## src/rtl/dscm_pkg.sv

```systemverilog
// Purpose: constants for the diagnostic serial command monitor
// Assumes: 25 MHz clock, one clock domain
// Notes:   link, table and character figures live here; the fifo width FIFO_W and the digit count of each report item stay in the monitor
//
// What this block does
// - serial link 115.2k baud, 8 data bits, no parity, one stop bit.
// - command letters decode the same in upper or lower case.
// - router dump letter sends router switch registers as hex words.
// - repeater dump letter sends repeater registers as rows of hex bytes.
// - temperature letter reports incoming and outgoing air temperatures.
// - power letter reports current state and last 50 power states.
// - power report adds power-good, programming, reset-release and reboot times.
// - router reset letter resets router switch; terminal avoids it when running.
// - early reset letter records a setting with no chassis effect.
// - fan letter reports power, tachometer counts, rpm and region speeds.
// - version letter sends the fixed VERSION_STAMP, 00000000, as eight hex digits.
// - jumper in alternate position at power-on selects backup firmware.
package dscm_pkg;
  localparam int unsigned CLK_HZ     = 25_000_000;
  localparam int unsigned BAUD_RATE  = 115_200;
  localparam int unsigned BAUD_DIV   = CLK_HZ / BAUD_RATE;
  localparam int unsigned HALF_DIV   = BAUD_DIV / 2;
  localparam int unsigned DATA_BITS  = 8;
  localparam int unsigned HIST_DEPTH = 50;
  localparam int unsigned HIST_ROW   = 10;
  localparam int unsigned ROUTER_WORDS = 8;
  localparam int unsigned RPT_BYTES  = 24;
  localparam int unsigned RPT_ROW    = 8;
  localparam int unsigned FAN_UNITS  = 5;
  localparam int unsigned FAN_TACHS  = 10;
  localparam int unsigned FIFO_DEPTH = 16;
  localparam int unsigned ECHO_LEN   = 17;
  localparam logic [7:0] CH_SPACE = 8'h20;
  localparam logic [7:0] CH_CR    = 8'h0D;
  localparam logic [7:0] CH_LF    = 8'h0A;
  localparam logic [7:0] CH_ZERO  = 8'h30;
  localparam logic [7:0] CH_HEXA  = 8'h57;
  localparam logic [7:0] CH_LOW_A = 8'h61;
  localparam logic [7:0] CH_LOW_Z = 8'h7A;
  localparam logic [7:0] CASE_BIT = 8'h20;
  // command letters, upper case
  localparam logic [7:0] CMD_ROUTER = 8'h49;
  localparam logic [7:0] CMD_RPT    = 8'h4E;
  localparam logic [7:0] CMD_TEMP   = 8'h54;
  localparam logic [7:0] CMD_POWER  = 8'h50;
  localparam logic [7:0] CMD_RESET  = 8'h52;
  localparam logic [7:0] CMD_EARLY  = 8'h41;
  localparam logic [7:0] CMD_FAN    = 8'h46;
  localparam logic [7:0] CMD_VER    = 8'h44;
  localparam logic [31:0] VERSION_STAMP = 32'h0000_0000;
  typedef enum logic [5:0] {
    ST_IDLE = 6'b00_0001,
    ST_ECHO = 6'b00_0010,
    ST_DIG  = 6'b00_0100,
    ST_SP   = 6'b00_1000,
    ST_CR   = 6'b01_0000,
    ST_LF   = 6'b10_0000
  } dscm_state_t;
endpackage

```

## src/rtl/dscm_monitor.sv

```systemverilog
// Purpose: diagnostic serial command monitor, serial in, text reports out
// Assumes: status values arrive on ports from logic on the same clock
// Notes:   commands arriving while a report runs are dropped
`timescale 1ns/1ps
module dscm_monitor #(
  parameter int unsigned FIFO_W = 8,
  parameter int unsigned FIFO_D = dscm_pkg::FIFO_DEPTH
) (
  input  wire logic        clock,
  input  wire logic        rst_n,
  input  wire logic        rxd,
  output logic             txd_r,
  input  wire logic        jumper_alt,
  input  wire logic [255:0] router_regs,
  input  wire logic [191:0] repeater_regs,
  input  wire logic [7:0]  temp_local,
  input  wire logic [7:0]  temp_ext,
  input  wire logic [3:0]  power_state,
  input  wire logic [15:0] t_pgood_ms,
  input  wire logic [15:0] t_prog_ms,
  input  wire logic [15:0] t_perst_ms,
  input  wire logic [15:0] t_reboot_ms,
  input  wire logic [79:0] fan_power,
  input  wire logic [159:0] fan_tach,
  input  wire logic [159:0] fan_rpm,
  input  wire logic [11:0] fan_speed,
  output logic             router_reset_r,
  output logic             early_reset_r,
  output logic             boot_backup_r
);
  import dscm_pkg::*;

  // ************
  // receiver
  // ************
  logic [2:0]  rx_s_r;
  logic        rx_f_r;
  logic        rx_busy_r;
  logic [7:0]  rx_cnt_r;
  logic [3:0]  rx_bit_r;
  logic [7:0]  rx_sh_r;
  logic        rx_valid_r;
  logic [7:0]  rx_byte_r;
  wire         rx_tick = (rx_cnt_r == 8'(BAUD_DIV - 1));

  always_ff @(posedge clock or negedge rst_n) begin
    if (!rst_n) begin
      rx_s_r     <= 3'h7;
      rx_f_r     <= 1'b1;
      rx_busy_r  <= 1'b0;
      rx_cnt_r   <= '0;
      rx_bit_r   <= '0;
      rx_sh_r    <= '0;
      rx_valid_r <= 1'b0;
      rx_byte_r  <= '0;
    end else begin
      rx_s_r     <= {rx_s_r[1:0], rxd};
      rx_f_r     <= (rx_s_r[1] == rx_s_r[2]) ? rx_s_r[1] : rx_f_r;
      rx_valid_r <= 1'b0;
      if (!rx_busy_r) begin
        rx_cnt_r <= 8'(BAUD_DIV - 1 - HALF_DIV);
        rx_bit_r <= '0;
        rx_busy_r <= !rx_f_r;
      end else begin
        rx_cnt_r <= rx_tick ? '0 : rx_cnt_r + 8'h01;
        if (rx_tick) begin
          rx_bit_r <= rx_bit_r + 4'h1;
          if (rx_bit_r == 4'h0 && rx_f_r) begin
            rx_busy_r <= 1'b0;
          end else if (rx_bit_r == 4'(DATA_BITS + 1)) begin
            rx_busy_r  <= 1'b0;
            rx_valid_r <= rx_f_r;
            rx_byte_r  <= rx_sh_r;
          end else if (rx_bit_r != 4'h0) begin
            rx_sh_r <= {rx_f_r, rx_sh_r[7:1]};
          end
        end
      end
    end
  end

  // ************
  // command decode
  // ************
  // fold lower case onto upper case
  wire        is_lower = (rx_byte_r >= CH_LOW_A) && (rx_byte_r <= CH_LOW_Z);
  wire [7:0]  letter   = is_lower ? (rx_byte_r & ~CASE_BIT) : rx_byte_r;
  wire        known    = (letter == CMD_ROUTER) || (letter == CMD_RPT) || (letter == CMD_TEMP)
                      || (letter == CMD_POWER) || (letter == CMD_RESET) || (letter == CMD_EARLY)
                      || (letter == CMD_FAN) || (letter == CMD_VER);

  dscm_state_t state_r;
  dscm_state_t state_nxt;
  logic [7:0]  cmd_r;
  logic [7:0]  echo_ch_r;
  logic [4:0]  ech_r;
  logic [6:0]  k_r;
  logic [2:0]  dig_r;
  logic        hdr_r;
  logic        dig_fix_r;
  wire         accept = rx_valid_r && known && (state_r == ST_IDLE);

  // ************
  // report item table
  // ************
  function automatic logic [7:0] echo_char(input logic [4:0] i);
    logic [135:0] s;
    s = "input received - ";
    echo_char = s[8*(ECHO_LEN-1-i) +: 8];
  endfunction

  function automatic logic [7:0] hex_ch(input logic [3:0] n);
    hex_ch = (n < 4'hA) ? CH_ZERO + 8'(n) : CH_HEXA + 8'(n);
  endfunction

  logic [3:0] hist_r [HIST_DEPTH];
  logic [3:0] pstate_r;
  logic [31:0] it_val;
  logic [2:0]  it_nd;
  logic        it_eol;
  logic        it_last;
  logic [6:0]  n_items;
  logic [6:0]  hk;
  logic [6:0]  fk;
  assign hk = k_r - 7'd5;
  assign fk = k_r - 7'(FAN_UNITS);

  always_comb begin
    it_val  = '0;
    it_nd   = 3'd0;
    it_eol  = 1'b0;
    it_last = 1'b0;
    n_items = '0;
    case (cmd_r)
      CMD_ROUTER: begin
        n_items = 7'(ROUTER_WORDS);
        it_val  = router_regs[32*k_r[2:0] +: 32];
        it_nd   = 3'd7;
        it_eol  = (k_r == 7'(ROUTER_WORDS - 1));
      end
      CMD_RPT: begin
        n_items = 7'(RPT_BYTES);
        it_val  = {24'h00_0000, repeater_regs[8*k_r[4:0] +: 8]};
        it_nd   = 3'd1;
        it_eol  = (k_r[2:0] == 3'(RPT_ROW - 1));
      end
      CMD_TEMP: begin
        n_items = 7'd2;
        it_val  = {24'h00_0000, (k_r == 7'd0) ? temp_local : temp_ext};
        it_nd   = 3'd1;
        it_eol  = (k_r == 7'd1);
      end
      CMD_POWER: begin
        n_items = 7'(HIST_DEPTH + 5);
        it_nd   = 3'd0;
        if (k_r == 7'd0) begin
          it_val = {28'h000_0000, pstate_r};
          it_eol = 1'b1;
        end else if (k_r < 7'd5) begin
          it_val = {16'h0000, (k_r == 7'd1) ? t_pgood_ms : (k_r == 7'd2) ? t_prog_ms
                              : (k_r == 7'd3) ? t_perst_ms : t_reboot_ms};
          it_nd  = 3'd3;
          it_eol = (k_r == 7'd4);
        end else begin
          it_val = {28'h000_0000, hist_r[hk[5:0]]};
          it_eol = ((hk % 7'(HIST_ROW)) == 7'(HIST_ROW - 1));
        end
      end
      // unit power, tach counts, rpm, region speeds
      CMD_FAN: begin
        n_items = 7'(FAN_UNITS + 2 * FAN_TACHS + 1);
        it_nd   = 3'd3;
        if (k_r < 7'(FAN_UNITS)) begin
          it_val = {16'h0000, fan_power[16*k_r[2:0] +: 16]};
          it_eol = (k_r == 7'(FAN_UNITS - 1));
        end else if (fk < 7'(FAN_TACHS)) begin
          it_val = {16'h0000, fan_tach[16*fk[3:0] +: 16]};
          it_eol = (fk == 7'(FAN_TACHS - 1));
        end else if (fk < 7'(2 * FAN_TACHS)) begin
          it_val = {16'h0000, fan_rpm[16*(fk[4:0] - 5'(FAN_TACHS)) +: 16]};
          it_eol = (fk == 7'(2 * FAN_TACHS - 1));
        end else begin
          it_val = {20'h0_0000, fan_speed};
          it_nd  = 3'd2;
          it_eol = 1'b1;
        end
      end
      CMD_VER: begin
        n_items = 7'd1;
        it_val  = VERSION_STAMP;
        it_nd   = 3'd7;
        it_eol  = 1'b1;
      end
      default: begin
        n_items = '0;
      end
    endcase
    it_last = (k_r == n_items - 7'd1);
  end

  // ************
  // report sequencer
  // ************
  logic        f_in_ready;
  logic [7:0]  out_ch;
  // no push in the cycle that loads the digit count
  wire         f_in_valid = (state_r != ST_IDLE) && !dig_fix_r;
  wire         step       = f_in_valid && f_in_ready;
  wire  [3:0]  nib        = it_val[4*dig_r +: 4];

  always_comb begin
    case (state_r)
      ST_ECHO: out_ch = (ech_r == 5'(ECHO_LEN)) ? echo_ch_r : echo_char(ech_r);
      ST_DIG:  out_ch = hex_ch(nib);
      ST_SP:   out_ch = CH_SPACE;
      ST_CR:   out_ch = CH_CR;
      ST_LF:   out_ch = CH_LF;
      default: out_ch = CH_SPACE;
    endcase
  end

  always_comb begin
    state_nxt = state_r;
    case (state_r)
      ST_IDLE: state_nxt = accept ? ST_ECHO : ST_IDLE;
      ST_ECHO: state_nxt = (step && ech_r == 5'(ECHO_LEN)) ? ST_CR : ST_ECHO;
      ST_DIG:  state_nxt = (step && dig_r == 3'd0) ? (it_eol ? ST_CR : ST_SP) : ST_DIG;
      ST_SP:   state_nxt = step ? ST_DIG : ST_SP;
      ST_CR:   state_nxt = step ? ST_LF : ST_CR;
      ST_LF: begin
        if (!step) begin
          state_nxt = ST_LF;
        end else if (hdr_r) begin
          state_nxt = (n_items == '0) ? ST_IDLE : ST_DIG;
        end else begin
          state_nxt = it_last ? ST_IDLE : ST_DIG;
        end
      end
      default: state_nxt = ST_IDLE;
    endcase
  end

  always_ff @(posedge clock or negedge rst_n) begin
    if (!rst_n) begin
      state_r   <= ST_IDLE;
      cmd_r     <= '0;
      echo_ch_r <= '0;
      ech_r     <= '0;
      k_r       <= '0;
      dig_r     <= '0;
      hdr_r     <= 1'b0;
    end else begin
      state_r <= state_nxt;
      // latch command and echo it first
      if (accept) begin
        cmd_r     <= letter;
        echo_ch_r <= rx_byte_r;
        ech_r     <= '0;
        k_r       <= '0;
        hdr_r     <= 1'b1;
      end
      if (state_r == ST_ECHO && step) begin
        ech_r <= ech_r + 5'd1;
      end
      if (state_r == ST_LF && step) begin
        hdr_r <= 1'b0;
        if (!hdr_r) begin
          k_r <= k_r + 7'd1;
        end
      end
      if (state_r == ST_SP && step) begin
        k_r <= k_r + 7'd1;
      end
      if (state_r == ST_DIG && step) begin
        dig_r <= dig_r - 3'd1;
      end else if (dig_fix_r) begin
        dig_r <= it_nd;
      end
    end
  end

  // first cycle in a digit run: item index has settled, digit count loads
  always_ff @(posedge clock or negedge rst_n) begin
    if (!rst_n) begin
      dig_fix_r <= 1'b0;
    end else begin
      dig_fix_r <= (state_nxt == ST_DIG && state_r != ST_DIG);
    end
  end

  // ************
  // side effects and history
  // ************
  logic [2:0] jmp_r;
  logic       boot_done_r;

  // no reset: the jumper must already sit in these flops when reset lets go
  always_ff @(posedge clock) begin
    jmp_r <= {jmp_r[1:0], jumper_alt};
  end

  always_ff @(posedge clock or negedge rst_n) begin
    if (!rst_n) begin
      router_reset_r <= 1'b0;
      early_reset_r  <= 1'b0;
      boot_backup_r  <= 1'b0;
      boot_done_r    <= 1'b0;
      pstate_r       <= '0;
    end else begin
      router_reset_r <= accept && (letter == CMD_RESET);
      if (accept && letter == CMD_EARLY) begin
        early_reset_r <= 1'b1;
      end
      // jumper caught once after reset release
      if (!boot_done_r && jmp_r[1] == jmp_r[2]) begin
        boot_done_r   <= 1'b1;
        boot_backup_r <= jmp_r[2];
      end
      pstate_r <= power_state;
    end
  end

  // shift in state on each change
  always_ff @(posedge clock) begin
    if (pstate_r != power_state) begin
      hist_r[0] <= pstate_r;
      for (int i = 1; i < HIST_DEPTH; i++) begin
        hist_r[i] <= hist_r[i-1];
      end
    end
  end

  // ************
  // buffer and transmitter
  // ************
  logic       f_out_valid;
  logic       f_out_ready;
  logic [7:0] f_out_data;

  dscm_fifo #(
    .WIDTH (FIFO_W),
    .DEPTH (FIFO_D)
  ) u_fifo (
    .clock     (clock),
    .rst_n     (rst_n),
    .in_valid  (f_in_valid),
    .in_ready  (f_in_ready),
    .in_data   (out_ch),
    .out_valid (f_out_valid),
    .out_ready (f_out_ready),
    .out_data  (f_out_data)
  );

  logic [8:0] tx_sh_r;
  logic [7:0] tx_cnt_r;
  logic [3:0] tx_bit_r;
  logic       tx_busy_r;
  wire        tx_tick = (tx_cnt_r == 8'(BAUD_DIV - 1));
  assign f_out_ready = !tx_busy_r;

  // start, 8 data lsb first, one stop
  always_ff @(posedge clock or negedge rst_n) begin
    if (!rst_n) begin
      txd_r     <= 1'b1;
      tx_sh_r   <= '1;
      tx_cnt_r  <= '0;
      tx_bit_r  <= '0;
      tx_busy_r <= 1'b0;
    end else if (!tx_busy_r) begin
      if (f_out_valid) begin
        tx_busy_r <= 1'b1;
        txd_r     <= 1'b0;
        tx_sh_r   <= {1'b1, f_out_data};
        tx_cnt_r  <= '0;
        tx_bit_r  <= '0;
      end
    end else begin
      tx_cnt_r <= tx_tick ? '0 : tx_cnt_r + 8'h01;
      if (tx_tick) begin
        tx_bit_r <= tx_bit_r + 4'h1;
        if (tx_bit_r == 4'(DATA_BITS + 1)) begin
          tx_busy_r <= 1'b0;
        end else begin
          txd_r   <= tx_sh_r[0];
          tx_sh_r <= {1'b1, tx_sh_r[8:1]};
        end
      end
    end
  end

  // ************
  // checks
  // ************
  a_case_fold: assert property (@(posedge clock) disable iff (!rst_n)
    state_r == ST_IDLE && rx_valid_r && rx_byte_r == (CMD_EARLY | CASE_BIT)
    |=> state_r == ST_ECHO && cmd_r == CMD_EARLY)
    else $error("lower case letter not taken as command");
  a_unknown_drop: assert property (@(posedge clock) disable iff (!rst_n)
    state_r == ST_IDLE && rx_valid_r && !known |=> state_r == ST_IDLE)
    else $error("unknown character started a report");
  a_echo_first: assert property (@(posedge clock) disable iff (!rst_n)
    accept |=> state_r == ST_ECHO && ech_r == 5'd0 && hdr_r)
    else $error("report did not open with echo");
  a_router_pulse: assert property (@(posedge clock) disable iff (!rst_n)
    accept && letter == CMD_RESET |=> router_reset_r ##1 !router_reset_r)
    else $error("router reset not a single pulse");
  a_early_kept: assert property (@(posedge clock) disable iff (!rst_n)
    early_reset_r |=> early_reset_r)
    else $error("early reset setting lost");
  a_hist_shift: assert property (@(posedge clock) disable iff (!rst_n)
    pstate_r != power_state |=> hist_r[0] == $past(pstate_r))
    else $error("power history missed a state");
  a_boot_fixed: assert property (@(posedge clock) disable iff (!rst_n)
    boot_done_r |=> $stable(boot_backup_r))
    else $error("boot image choice changed after power-on");
  a_tx_start: assert property (@(posedge clock) disable iff (!rst_n)
    !tx_busy_r && f_out_valid |=> !txd_r [*5])
    else $error("start bit too short");
endmodule

```

## src/rtl/dscm_fifo.sv

```systemverilog
// Purpose: byte fifo between report generator and serial transmitter
// Assumes: single clock, valid/ready on both sides
// Notes:   read data comes from a register
`timescale 1ns/1ps
module dscm_fifo #(
  parameter int unsigned WIDTH = 8,
  parameter int unsigned DEPTH = 16
) (
  input  wire logic             clock,
  input  wire logic             rst_n,
  input  wire logic             in_valid,
  output logic                  in_ready,
  input  wire logic [WIDTH-1:0] in_data,
  output logic                  out_valid,
  input  wire logic             out_ready,
  output logic      [WIDTH-1:0] out_data
);
  localparam int unsigned AW = $clog2(DEPTH);
  logic [WIDTH-1:0] mem [DEPTH];
  logic [AW-1:0]    wp_r;
  logic [AW-1:0]    rp_r;
  logic [AW:0]      cnt_r;
  logic             rd_r;
  wire              push = in_valid && in_ready;
  wire              pop  = out_valid && out_ready;
  wire              load = (cnt_r != '0) && (!rd_r || pop);

  assign in_ready = (cnt_r != (AW+1)'(DEPTH));

  always_ff @(posedge clock) begin
    if (push) begin
      mem[wp_r] <= in_data;
    end
  end

  always_ff @(posedge clock or negedge rst_n) begin
    if (!rst_n) begin
      wp_r     <= '0;
      rp_r     <= '0;
      cnt_r    <= '0;
      rd_r     <= 1'b0;
      out_data <= '0;
    end else begin
      if (push) begin
        wp_r <= wp_r + 1'b1;
      end
      if (load) begin
        rp_r     <= rp_r + 1'b1;
        out_data <= mem[rp_r];
      end
      cnt_r <= cnt_r + (AW+1)'(push) - (AW+1)'(load);
      rd_r  <= load ? 1'b1 : (pop ? 1'b0 : rd_r);
    end
  end

  assign out_valid = rd_r;

  // ************
  // checks
  // ************
  a_fifo_hold: assert property (@(posedge clock) disable iff (!rst_n)
    out_valid && !out_ready |=> out_valid && $stable(out_data))
    else $error("fifo output changed while stalled");
endmodule

```

## config.mk

```make
export PLATFORM = sky130hd
export DESIGN_NAME = dscm_monitor
export DESIGN_NICKNAME = d
export VERILOG_FILES = /design/src/rtl/dscm_pkg.sv /design/src/rtl/dscm_monitor.sv /design/src/rtl/dscm_fifo.sv
export SDC_FILE = /design/constraint.sdc
export NUM_CORES = 1
export LEC_CHECK = 0
export ABC_AREA = 1
export BUFFER_PORTS_ARGS = -buffer_cell sky130_fd_sc_hd__buf_4
export CAP_MARGIN = 25
export CELL_PAD_IN_SITES_DETAIL_PLACEMENT = 1
export CELL_PAD_IN_SITES_GLOBAL_PLACEMENT = 2
export CORE_AREA = 3 3 372 374
export CTS_CLUSTER_SIZE = 16
export DETAILED_ROUTE_END_ITERATION = 10
export DIE_AREA = 0 0 375 377
export PLACE_DENSITY_LB_ADDON = 0.1
export SYNTH_ARGS = -nofsm -noshare
export SYNTH_HDL_FRONTEND = slang
export SYNTH_SLANG_ARGS = --single-unit
```

## constraint.sdc

```tcl
create_clock -name clock -period 8.2 [get_ports clock]
set_input_delay 0.41 -clock clock [delete_from_list [all_inputs] [get_ports clock]]
set_output_delay 0.41 -clock clock [all_outputs]
set_load 0.1 [all_outputs]
```

# Word level (Yosys, flattened, before mapping)
# Memories as Yosys holds them, arrays and structs flattened. A register that Yosys moved wholly into a read port is not among the register bits.
# Cells that the tools add are included.
# word_totals
reg_bits	121
mem_bits_rw	328
output_inout_bits	4
word_cells	244
n_memories	2
# op_classes
n_addsub	17
div_mod_pow	1
n_lt_le_gt_ge	6
n_eq_ne	45
shifts	7
mux	84
n_bitwise	2
n_reduce_logical	49
# mem_list
name	depth	width	read_ports	rd_clocked_by_memory_dff	wr	line_no	text
hist_r	50	4	50	0	50	dscm_monitor.sv:116	logic [3:0] hist_r [HIST_DEPTH];
u_fifo.mem	16	8	1	1	1	dscm_fifo.sv:19	logic [WIDTH-1:0] mem [DEPTH];
# op_table
op	n
256-bit by 9-bit variable part select with 32-bit output	1
192-bit by 9-bit variable part select with 8-bit output	1
32-bit case mux with 5 select lines	1
160-bit by 33-bit variable part select with 16-bit output	1
160-bit by 9-bit variable part select with 16-bit output	1
136-bit by 33-bit variable part select with 8-bit output, first input constant	1
16-bit two-way mux	8
8-bit by 7-bit equality test with 1-bit output, second input constant	14
80-bit by 8-bit variable part select with 16-bit output	1
6-bit case mux with 6 select lines	2
8-bit two-way mux	8
9-bit two-way mux	4
1-bit two-way mux	32
8-bit case mux with 4 select lines	1
32-bit by 6-bit variable part select with 4-bit output	1
7-bit two-way mux	4
5-bit two-way mux	5
4-bit two-way mux	6
1-bit logical AND	18
6-bit two-way mux	3
4-bit by 1-bit adder with 4-bit output, second input constant	4
8-bit by 1-bit adder with 8-bit output, second input constant	2
8-bit equality test, second input constant	2
3-bit two-way mux	5
other kinds (57)	85

# Longest topological paths before layout
# Gate-level depths: netlist (run 1).
# logic_depth
ltp_word	17
depth_mapped	38

# Modules after synthesis
# A second synthesis (run 1) with hierarchy kept.
# hier_totals
hier_cells	3899
hier_area_um2	29447.0
# modules_own_cells
mod	n_inst	cells_per_inst	area_per_inst_um2	seq_area_each_um2
dscm_monitor	1	3246	22784.4	8485.6
dscm_fifo	1	653	6662.6	4394.2

# Worst setup path after synthesis (run 1)
# Ideal clock, no wire load.
# synth_timing
kind	input -> register
startpoint	input power_state[1]
endpoint	memory hist_r[0][0], enable pin
setup_ns	2.499
arrival_ns	6.029
required_ns	5.701
path_slack_ns	-0.328
cell_stages	2
n_path_buf	0
cell_sequence	xnor2_1 > nand4_1
# synth_lines
element	line_no	text
start: declaration	dscm_monitor.sv:18	input wire logic [3:0] power_state,
end: declaration	dscm_monitor.sv:116	

# Worst setup path in the final report (run 1)
# layout_timing
startpoint	register k_r[0]
endpoint	memory u_fifo.mem[5][2], data pin
# layout_via
elab_chain_cells	11
# layout_lines
element	line_no	text
start: declaration	dscm_monitor.sv:97	logic [6:0] k_r;
start signal: assignment	dscm_monitor.sv:268	k_r <= k_r + 7'd1;
start signal: assignment	dscm_monitor.sv:272	k_r <= k_r + 7'd1;
7-bit by 3-bit subtractor with 7-bit output / 7-bit by 2-bit equality test with 1-bit output (equally long branches)	dscm_monitor.sv:125, dscm_monitor.sv:126, dscm_monitor.sv:161	
5-bit by 4-bit subtractor with 6-bit output / 16-bit two-way mux (equally long branches)	dscm_monitor.sv:180, dscm_monitor.sv:161	
160-bit by 33-bit variable part select with 16-bit output / 16-bit two-way mux (equally long branches)	dscm_monitor.sv:180, dscm_monitor.sv:160	
16-bit two-way mux, on equally long branches	dscm_monitor.sv:179, dscm_monitor.sv:160	
16-bit two-way mux, on equally long branches	dscm_monitor.sv:176, dscm_monitor.sv:159	
16-bit two-way mux, on equally long branches	dscm_monitor.sv:173, dscm_monitor.sv:156	
32-bit case mux with 5 select lines (*)	dscm_monitor.sv:134	case (cmd_r)
32-bit by 6-bit variable part select with 4-bit output (*)	dscm_monitor.sv:209	wire [3:0] nib = it_val[4*dig_r +: 4];
7-bit by 4-bit adder with 8-bit output, or another cell as far along	dscm_monitor.sv:113	hex_ch = (n < 4'hA) ? CH_ZERO + 8'(n) : CH_HEXA + 8'(n);
8-bit two-way mux (*)	dscm_monitor.sv:113	
8-bit case mux with 4 select lines (*)	dscm_monitor.sv:212	case (state_r)
net out_ch[2]	dscm_monitor.sv:205	logic [7:0] out_ch;
end: declaration	dscm_fifo.sv:19	
# Mark *: on every way through the listed nets, which the timed path passes. The rest lies on a longest branch.

==> results.md, run 1 <==
* Clock latency on the worst-skew pair at between 0.6 and 0.7 ns
* Vias/cell at between 4 and 5
* Via Count at roughly 32k
* Critical-path top delay cell: o21ai_1
* Setup CP Type: flop to flop
* Number of synthesized flops with an enable pin at roughly 330
* Cell count after synthesis at ~3.8k
* Total CTS buffers at 54
* Worst Setup End Kind: flop
* RSZ-0062 raised after global routing: false
* Maximum clock frequency at ~160 MHz
* Max-slew headroom at 0.237
* Critical path's top delay family: simple AND/OR/NAND/NOR gates
* Lkg Pwr at 16.9 nW
* Cell Rows at 135
* Share of layout cells above drive strength 1 at 0.255
* Final Setup Violations at 0
* Global Route Usage Sum at 0.257
* Post-synthesis register bit count at approximately 450
* Filler cell count at roughly 16k
* Initial antenna violation count at 40
* CP max FO at around 160
* Maxcap violations at 0
* Num ports at 952
* Die Y-Extent at 377 um
* WL per Instance at 29.1 um
* Die Wd at around 380 um
* Drt pass-1 iters at 7
* Seq/Total Area, Yosys at 0.439
* Worst endpoint required time at between 8 and 9 ns
* DIE AREA at 0.141 sq mm
* Post-synth top flop: edfxtp_1
* CTS sink count at roughly 450
* Largest net degree at the start of global routing at 157
* Met3 Track Usage GR at 0.0441
* Netlist Area Pre-Place at between 0.02 and 0.03 sq mm
* Max Slew Vio Count at 0
* Met2 Use GR at 0.449
* Most Crowded Layer GR: met2
* Post-route ant nets at 0
* Asr flop ratio synth at 0.263
* CTS tree: done
* PostCTS Resize Cnt at 0
* Routability cong. at between 0.8 and 0.9
* Yosys warns at 0
* Initial DRC Count at roughly 2.4k
* Final Hold Fails at 0
* Core area at approximately 0.14 sq mm
* Met1 usage at 0.333
* First-pass GRT wire length at 260 mm
* Layout area overhead at 36.0%
* Hold Crit Class: flop to flop
* # port buffers at 951
* Power Dens Cells at about 160 mW/mm^2
* Largest stage delay on the critical path at slightly above 0.7 ns
* Fin util at 0.295
* Post-Route WL at ~190 mm
* GRT overflow at 0
* Status: finished, final reports clean
* Part of the cycle the worst path needs at 0.786
* Slew @ Worst Pin at between 1 and 1.5 ns
* Avg Cell Area, Syn at approximately 7.7 sq um
* Critical Path Most Common Cell: nand2_1
* Number of unique standard cell types used by synthesis at 63
* HPWL Detailed at ~150 mm
* Worst Skew at 0.0381 ns
* Worst vdd ir at 0.149 mV
* Worst path bufs/invs at 5
* Fin Hold WS at 0.326 ns
* CTS HTree Levels at 2
* Max Buffers Root-to-Sink at 3
* Final Critical Period at 6.44 ns
* Reg clk slew, reported paths at ~0.060 ns
* WP data arrival at between 6 and 7 ns
* Post-CTS setup buffers at 0
* Syn nets at just under 5k
* DRC at 0
* Vias in the first global route at about 33k
* Final nets at 5,636
* Startpoint Class: flop
* Starting Density at 0.217
* Root Driver: clkbuf_16
[metrics by stage]
step / cell area [sq um] / setup slack [ns] / setup TNS (ns) / total power [mW] / instances
after floorplan: 29300 / -0.307 / -61.44 / 3.41 / 3821
after global placement: 37900 / 1.73 / 0 / 3.97 / 6358
after detailed placement: 38000 / 1.65 / 0 / 3.97 / 6366
final: 39900 / 1.76 / 0 / 6.38 / 6490
after global routing: 39900 / 1.08 / 0 / 6.67 / 6486
after CTS: 39800 / 1.59 / 0 / 6.45 / 6474
[synthesized netlist by cell type, types with 36 or more instances]
cell type / n / share of area
dfrtp_1: 104 / 0.089
nand2_1: 848 / 0.11
a31oi_1: 37 / 0.0079
edfxtp_1: 328 / 0.34
o221ai_1: 66 / 0.020
o22ai_1: 98 / 0.021
nor2_1: 574 / 0.073
buf_4: 52 / 0.013
inv_1: 161 / 0.021
nand3_1: 375 / 0.064
ha_1: 36 / 0.015
o211ai_1: 50 / 0.013
clkbuf_1: 84 / 0.011
buf_2: 92 / 0.016
o21ai_0: 462 / 0.079
a21oi_1: 135 / 0.023
[worst reg2reg max path: stages (launching register included)]
cell	delay, ns
dfrtp_4	0.65
inv_16	0.38
ha_4	0.27
nand2_1	0.09
nand2_2	0.45
inv_2	0.36
ha_1	0.40
buf_4	0.27
clkinv_1	0.31
nor2_1	0.28
nand2_1	0.41
o21ai_0	0.30
nand2_1	0.07
nand2_1	0.07
nand2_1	0.05
nand2_1	0.07
nand3_1	0.07
nand3b_1	0.12
nand2_1	0.05
nand2_1	0.05
nand2_1	0.11
nand2_1	0.13
inv_1	0.07
ha_1	0.19
nand2_1	0.09
nor2_1	0.05
o21ai_1	0.71
[routing by layer]
metal / vias to the layer above / wire [um] / share of wire
li1: 14953 / - / -
met1: 15948 / 81800 / 0.43
met2: 932 / 92900 / 0.49
met3: 134 / 10500 / 0.056
met4: 10 / 3400 / 0.018
met5: - / 64 / 0.00034
[power breakdown]
group / internal [mW] / switching [mW] / total [mW] / leakage, nW
logic: 0.429 / 0.344 / 0.773 / 11.5
clock network: 1.42 / 1.03 / 2.44 / 0.857
registers: 2.96 / 0.210 / 3.17 / 4.58
total: 4.80 / 1.58 / 6.38 / 16.9
[flip-flops by register name, summed over array words and instances, names as in the netlist, 6 cells and up]
signal / cells
rx_cnt_r: 8
hist_r: 200
k_r: 7
rx_byte_r: 8
u_fifo.mem: 128
cmd_r: 8
u_fifo.out_data: 8
tx_sh_r: 8
state_r: 6
rx_sh_r: 8
tx_cnt_r: 8
[kinds of logic (layout without fill, tap and decap cells)]
kind of cell	Yosys count	in the layout	share of synthesized area
adder cells (fa/ha/maj)	38	38	0.0164
multiplexers	19	19	0.00648
AO/OA/AOI/OAI	929	929	0.182
buffers and inverters	448	1323	0.0748
XOR/XNOR	34	34	0.0102
other	0	13	0
AND/OR/NAND/NOR	1904	1904	0.271
flip-flops	449	449	0.439
[placed cells by master, fill, tap and decap left out, drive strengths merged, types with 6 or more instances in the layout]
cell type       n
xor2           23
diode          13
o211ai         50
o41ai           6
nor4            9
mux2i          19
o22ai          98
or2            13
a22oi          10
xnor2          11
a31oi          37
o21ai         496
nand4          34
buf          1035
a21oi         136
ha             36
inv           173
dlygate4sd3     7
a32o            6
nand3         378
dfstp          14
clkbuf         72
dfrtp         104
nand2         865
nor3           14
clkinv         28
o221ai         66
edfxtp        328
nor2          583
[path summary, 6_finish.rpt]
path                            slack (ns)  cells past startpoint      from               end
worst max register to register        1.76                     26    k_r[0]  u_fifo.mem[5][2]
worst min-delay path                  0.33                      0  jmp_r[0]          jmp_r[1]
min in group asynchronous             0.48                      2     rst_n       tx_cnt_r[0]
worst max-delay path                  1.76                     26    k_r[0]  u_fifo.mem[5][2]
max in group asynchronous             6.44                      4     rst_n            rx_f_r
worst min register to register        0.33                      0  jmp_r[0]          jmp_r[1]
[layout make-up]
class / instances / area [sq um] / area share
clock inverter: 30 / 290 / 0.00727
sequential: 449 / 12900 / 0.323
clock buffer: 71 / 1470 / 0.0368
antenna: 13 / 32.5 / 0.000815
timing repair buffer: 1043 / 7990 / 0.200
multi-input combinational: 2924 / 14300 / 0.359
tap: 1781 / 2230 / 0.0558
inverter: 179 / 698 / 0.0175
[repair_timing]
action | 4_1_cts | 5_1_grt
hold buffers | 7 | 0
setup endpoints to repair | 0 | 0
hold endpoints to repair | 45 | 0
No activity file was read; power rests on OpenSTA's default activity.
==> inputs of run 2 (changes only) <==
--- a/config.mk
+++ b/config.mk
@@ -5,15 +5,15 @@
 export SDC_FILE = /design/constraint.sdc
 export NUM_CORES = 1
 export LEC_CHECK = 0
-export ABC_AREA = 1
+export ABC_AREA = 0
 export BUFFER_PORTS_ARGS = -buffer_cell sky130_fd_sc_hd__buf_4
 export CAP_MARGIN = 25
 export CELL_PAD_IN_SITES_DETAIL_PLACEMENT = 1
 export CELL_PAD_IN_SITES_GLOBAL_PLACEMENT = 2
-export CORE_AREA = 3 3 372 374
+export CORE_AREA = 3 3 370 372
 export CTS_CLUSTER_SIZE = 16
 export DETAILED_ROUTE_END_ITERATION = 10
-export DIE_AREA = 0 0 375 377
+export DIE_AREA = 0 0 373 375
 export PLACE_DENSITY_LB_ADDON = 0.1
 export SYNTH_ARGS = -nofsm -noshare
 export SYNTH_HDL_FRONTEND = slang
==> constraint.sdc (replaced) <==
create_clock -name clock -period 5.5 [get_ports clock]
set_input_delay 0.275 -clock clock [delete_from_list [all_inputs] [get_ports clock]]
set_output_delay 0.275 -clock clock [all_outputs]
set_load 0.1 [all_outputs]
==> run 2 against run 1 <==
  * Global-route usage fell by 4.0 points
  * Cell count fell by 26%
  * Area after synthesis fell by 4.2%
  * Non-clock buffer count rose by 25
  * Utilization barely moved
  * Hold slack improved by 0.0014 ns
  * Sequential power rose by 49%
  * First-iteration DRC count fell by 20%
  * Combinational power rose by 60%
  * Clock power rose by 41%
  * Setup slack got worse by 1.3 ns
  * Largest power group unchanged
  * Highest routed layer unchanged
==> results.md, run 2 <==
* Max Slew Vio Count at 0
* Avg Cell Area, Syn at between 10 and 15 sq um
* Largest regs: hist_r x200, u_fifo.mem x128
* Routability cong. at approximately 0.91
* Final Critical Period at between 5 and 6 ns
* RSZ-0062 raised after global routing: false
* Slew @ Worst Pin at slightly below 1 ns
* Placed Cells at about 4.7k
* Pre-CTS setup slack at about 0.4 ns
* CP max FO at 75
* CTS sink count at 449
* Total Power at approximately 9.4 mW
* Post-route ant nets at 0
* Post-synthesis register bit count at roughly 450
* Fin util at 0.295
* Die Wd at approximately 370 um
* Post-synth top area share at 0.351
* Worst Skew at around 0.015 ns
* WP data arrival at ~5.4 ns
* Worst Setup End Kind: flop
* Fraction of the mapped netlist area in simple logic gates at 0.0835
* Hold Crit Class: input port to async pin
* Post-synth top flop: edfxtp_1
* Most common cell after layout, fill and taps aside: buf_4
* Reg clk slew, reported paths at about 0.06 ns
* Reg2Reg Depth at 13
* CTS HTree Levels at 2
* WL per Instance at around 32 um
* Initial antenna violation count at 27
* Startpoint Class: flop
* Reg2reg start: k_r[0]
* Setup ws final at around 0.44 ns
* Worst vdd ir at 0.195 mV
* Mux contribution to synthesized area at 0.294
* Worst endpoint required time at 5.82 ns
* Netlist Area Pre-Place at ~0.028 sq mm
* Setup CP Type: flop to flop
* Filler cell count at 14.6k
* Seq/Total Area, Yosys at 0.458
* DRC at 0
* Synth area leader: edfxtp_1
* Final instance area at around 0.04 sq mm
* CTS tree: done
* Global Route Usage Sum at 0.217
* Main combinational cell family by area after synthesis: multiplexers
* Maximum clock frequency at about 200 MHz
* Non-filler cells in the finished layout at 4,804
* Area fraction in compound gates after synthesis at 0.0927
* Dominant cells by area after synthesis: edfxtp_1 (35%), mux4_2 (23%), dfrtp_1 (9.3%)
* Xor-xnor portion of the synthesized cell area at 0.0164
* Post-Route WL at around 160 mm
* Power Dens Cells at about 240 mW/mm^2
* Final Setup Violations at 0
* Largest register FFs at 200
* HPWL Detailed at 129 mm
* Final nets at between 3k and 4k
* Largest net degree at the start of global routing at about 130
* Layout area overhead at 40.1%
* Via Count at 23.5k
* Status: finished, final reports clean
* Yosys warns at 0
* Vias in the first global route at ~26k
* Top post-synthesis cells by count: edfxtp_1 (328), mux4_2 (284), nand2_1 (146)
* Total CTS buffers at 52
* R2r setup slk at 0.44 ns
* Vias/cell at 4.89
* Cell count after synthesis at roughly 2.0k
* Most frequent cell after synthesis: edfxtp_1
* Die Y-Extent at around 380 um
* Starting Density at 0.210
* Number of synthesized flops with an enable pin at roughly 330
* DIE AREA at roughly 0.14 sq mm
* Syn nets at between 3k and 4k
* Num ports at ~950
* Area after DPL at 0.0376 sq mm
* Post-synthesis adder-cell area fraction at 0.0171
* Initial DRC Count at around 1.9k
* Fin Hold WS at 0.327 ns
* Cell Rows at 134
* Most frequent cells in the layout: buf_4 (1,050), edfxtp_1 (328), mux4_2 (284), nand2_1 (146), mux2i_1 (103)
* Max-slew headroom at 0.342
* Lkg Pwr at around 15 nW
* # port buffers at approximately 950
* Worst r2r dst: u_fifo.mem[3][2]
* PostCTS Resize Cnt at 0
* Maxcap violations at 0
* Max Buffers Root-to-Sink at 3
* Biggest register: hist_r
* Setup TNS at 0 ns
* Final Hold Fails at 0
* Part of the cycle the worst path needs at 0.920
* Clock latency on the worst-skew pair at slightly above 0.6 ns
* Number of unique standard cell types used by synthesis at slightly below 100
* First-pass GRT wire length at around 210 mm
* Asr flop ratio synth at 0.263
* Drt pass-1 iters at 5
* Share of layout cells above drive strength 1 at 0.503
* Core area at between 0.1 and 0.15 sq mm
* Root Driver: clkbuf_16
* GRT overflow at 0
-- run 2: cell count changes after synthesis, moves of 84 or more --
cell     previous run  this run
nand2_1           848       146
nor2_1            574        86
o21ai_0           462        95
nand3_1           375        51
mux4_2              0       284
inv_1             161        34
mux2i_1            19       103
-- run 2: layout make-up --
| class | instances | area (sq um) | share of cell area |
|---|---|---|---|
| Timing Repair Buffer | 1068 | 8160 | 0.207 |
| Antenna cell | 3 | 7.51 | 0.000191 |
| Clock buffer | 75 | 1500 | 0.0381 |
| Sequential cell | 449 | 12900 | 0.328 |
| Inverter | 40 | 150 | 0.00381 |
| Clock inverter | 23 | 186 | 0.00474 |
| Tap cell | 1768 | 2210 | 0.0562 |
| Multi-Input combinational cell | 1378 | 14200 | 0.362 |
-- run 2: how the worst max path moves through the flow --
stage	startpoint	depth (start not counted)	end	slack [ns]
6_report	k_r[0]	13	u_fifo.mem[3][2]	0.44
5_1_grt	k_r[0]	13	u_fifo.mem[10][0]	0.15
4_1_cts	k_r[0]	15	u_fifo.mem[3][2]	0.40
3_5_place_dp	k_r[0]	15	u_fifo.mem[12][2]	0.40
3_3_place_gp	k_r[0]	15	u_fifo.mem[12][2]	0.58
2_1_floorplan	pstate_r[1]	2	hist_r[0][0]	-3.01
-- run 2: logic make-up after synthesis --
logic type	count (synthesis)
AO/OA/AOI/OAI	387
XOR/XNOR	48
adder cells (fa/ha/maj)	38
buffers and inverters	196
flip-flops	449
multiplexers	442
AND/OR/NAND/NOR	463
-- run 2: power breakdown --
group	switching [mW]	internal [mW]	leakage (nW)
Combinational	0.451	0.792	9.53
Clock	1.45	1.99	0.817
Sequential	0.312	4.41	4.59
-- run 2: critical path, stage by stage (launching register included) --
cell	delay, ns
dfrtp_4	0.49
buf_12	0.40
buf_12	0.43
mux4_2	0.66
mux4_2	0.51
a21oi_1	0.17
o211ai_1	0.18
a31oi_1	0.23
a211oi_2	0.09
a311oi_4	0.34
ha_1	0.25
and4_1	0.19
nor2_1	0.06
o21ai_2	0.52
-- run 2: timing repair --
item,CTS,global route
buffers inserted,0,0
endpoints found under the hold margin,47,0
hold buffers,7,0
-- run 2: metal layers --
metal | track usage | vias to the layer above | part of all wire
li1 | - | 10187 | -
met1 | 0.286 | 12296 | 0.43
met2 | 0.375 | 870 | 0.50
met3 | 0.0407 | 111 | 0.059
met4 | 0.0325 | 22 | 0.013
met5 | 0 | - | 0.00076
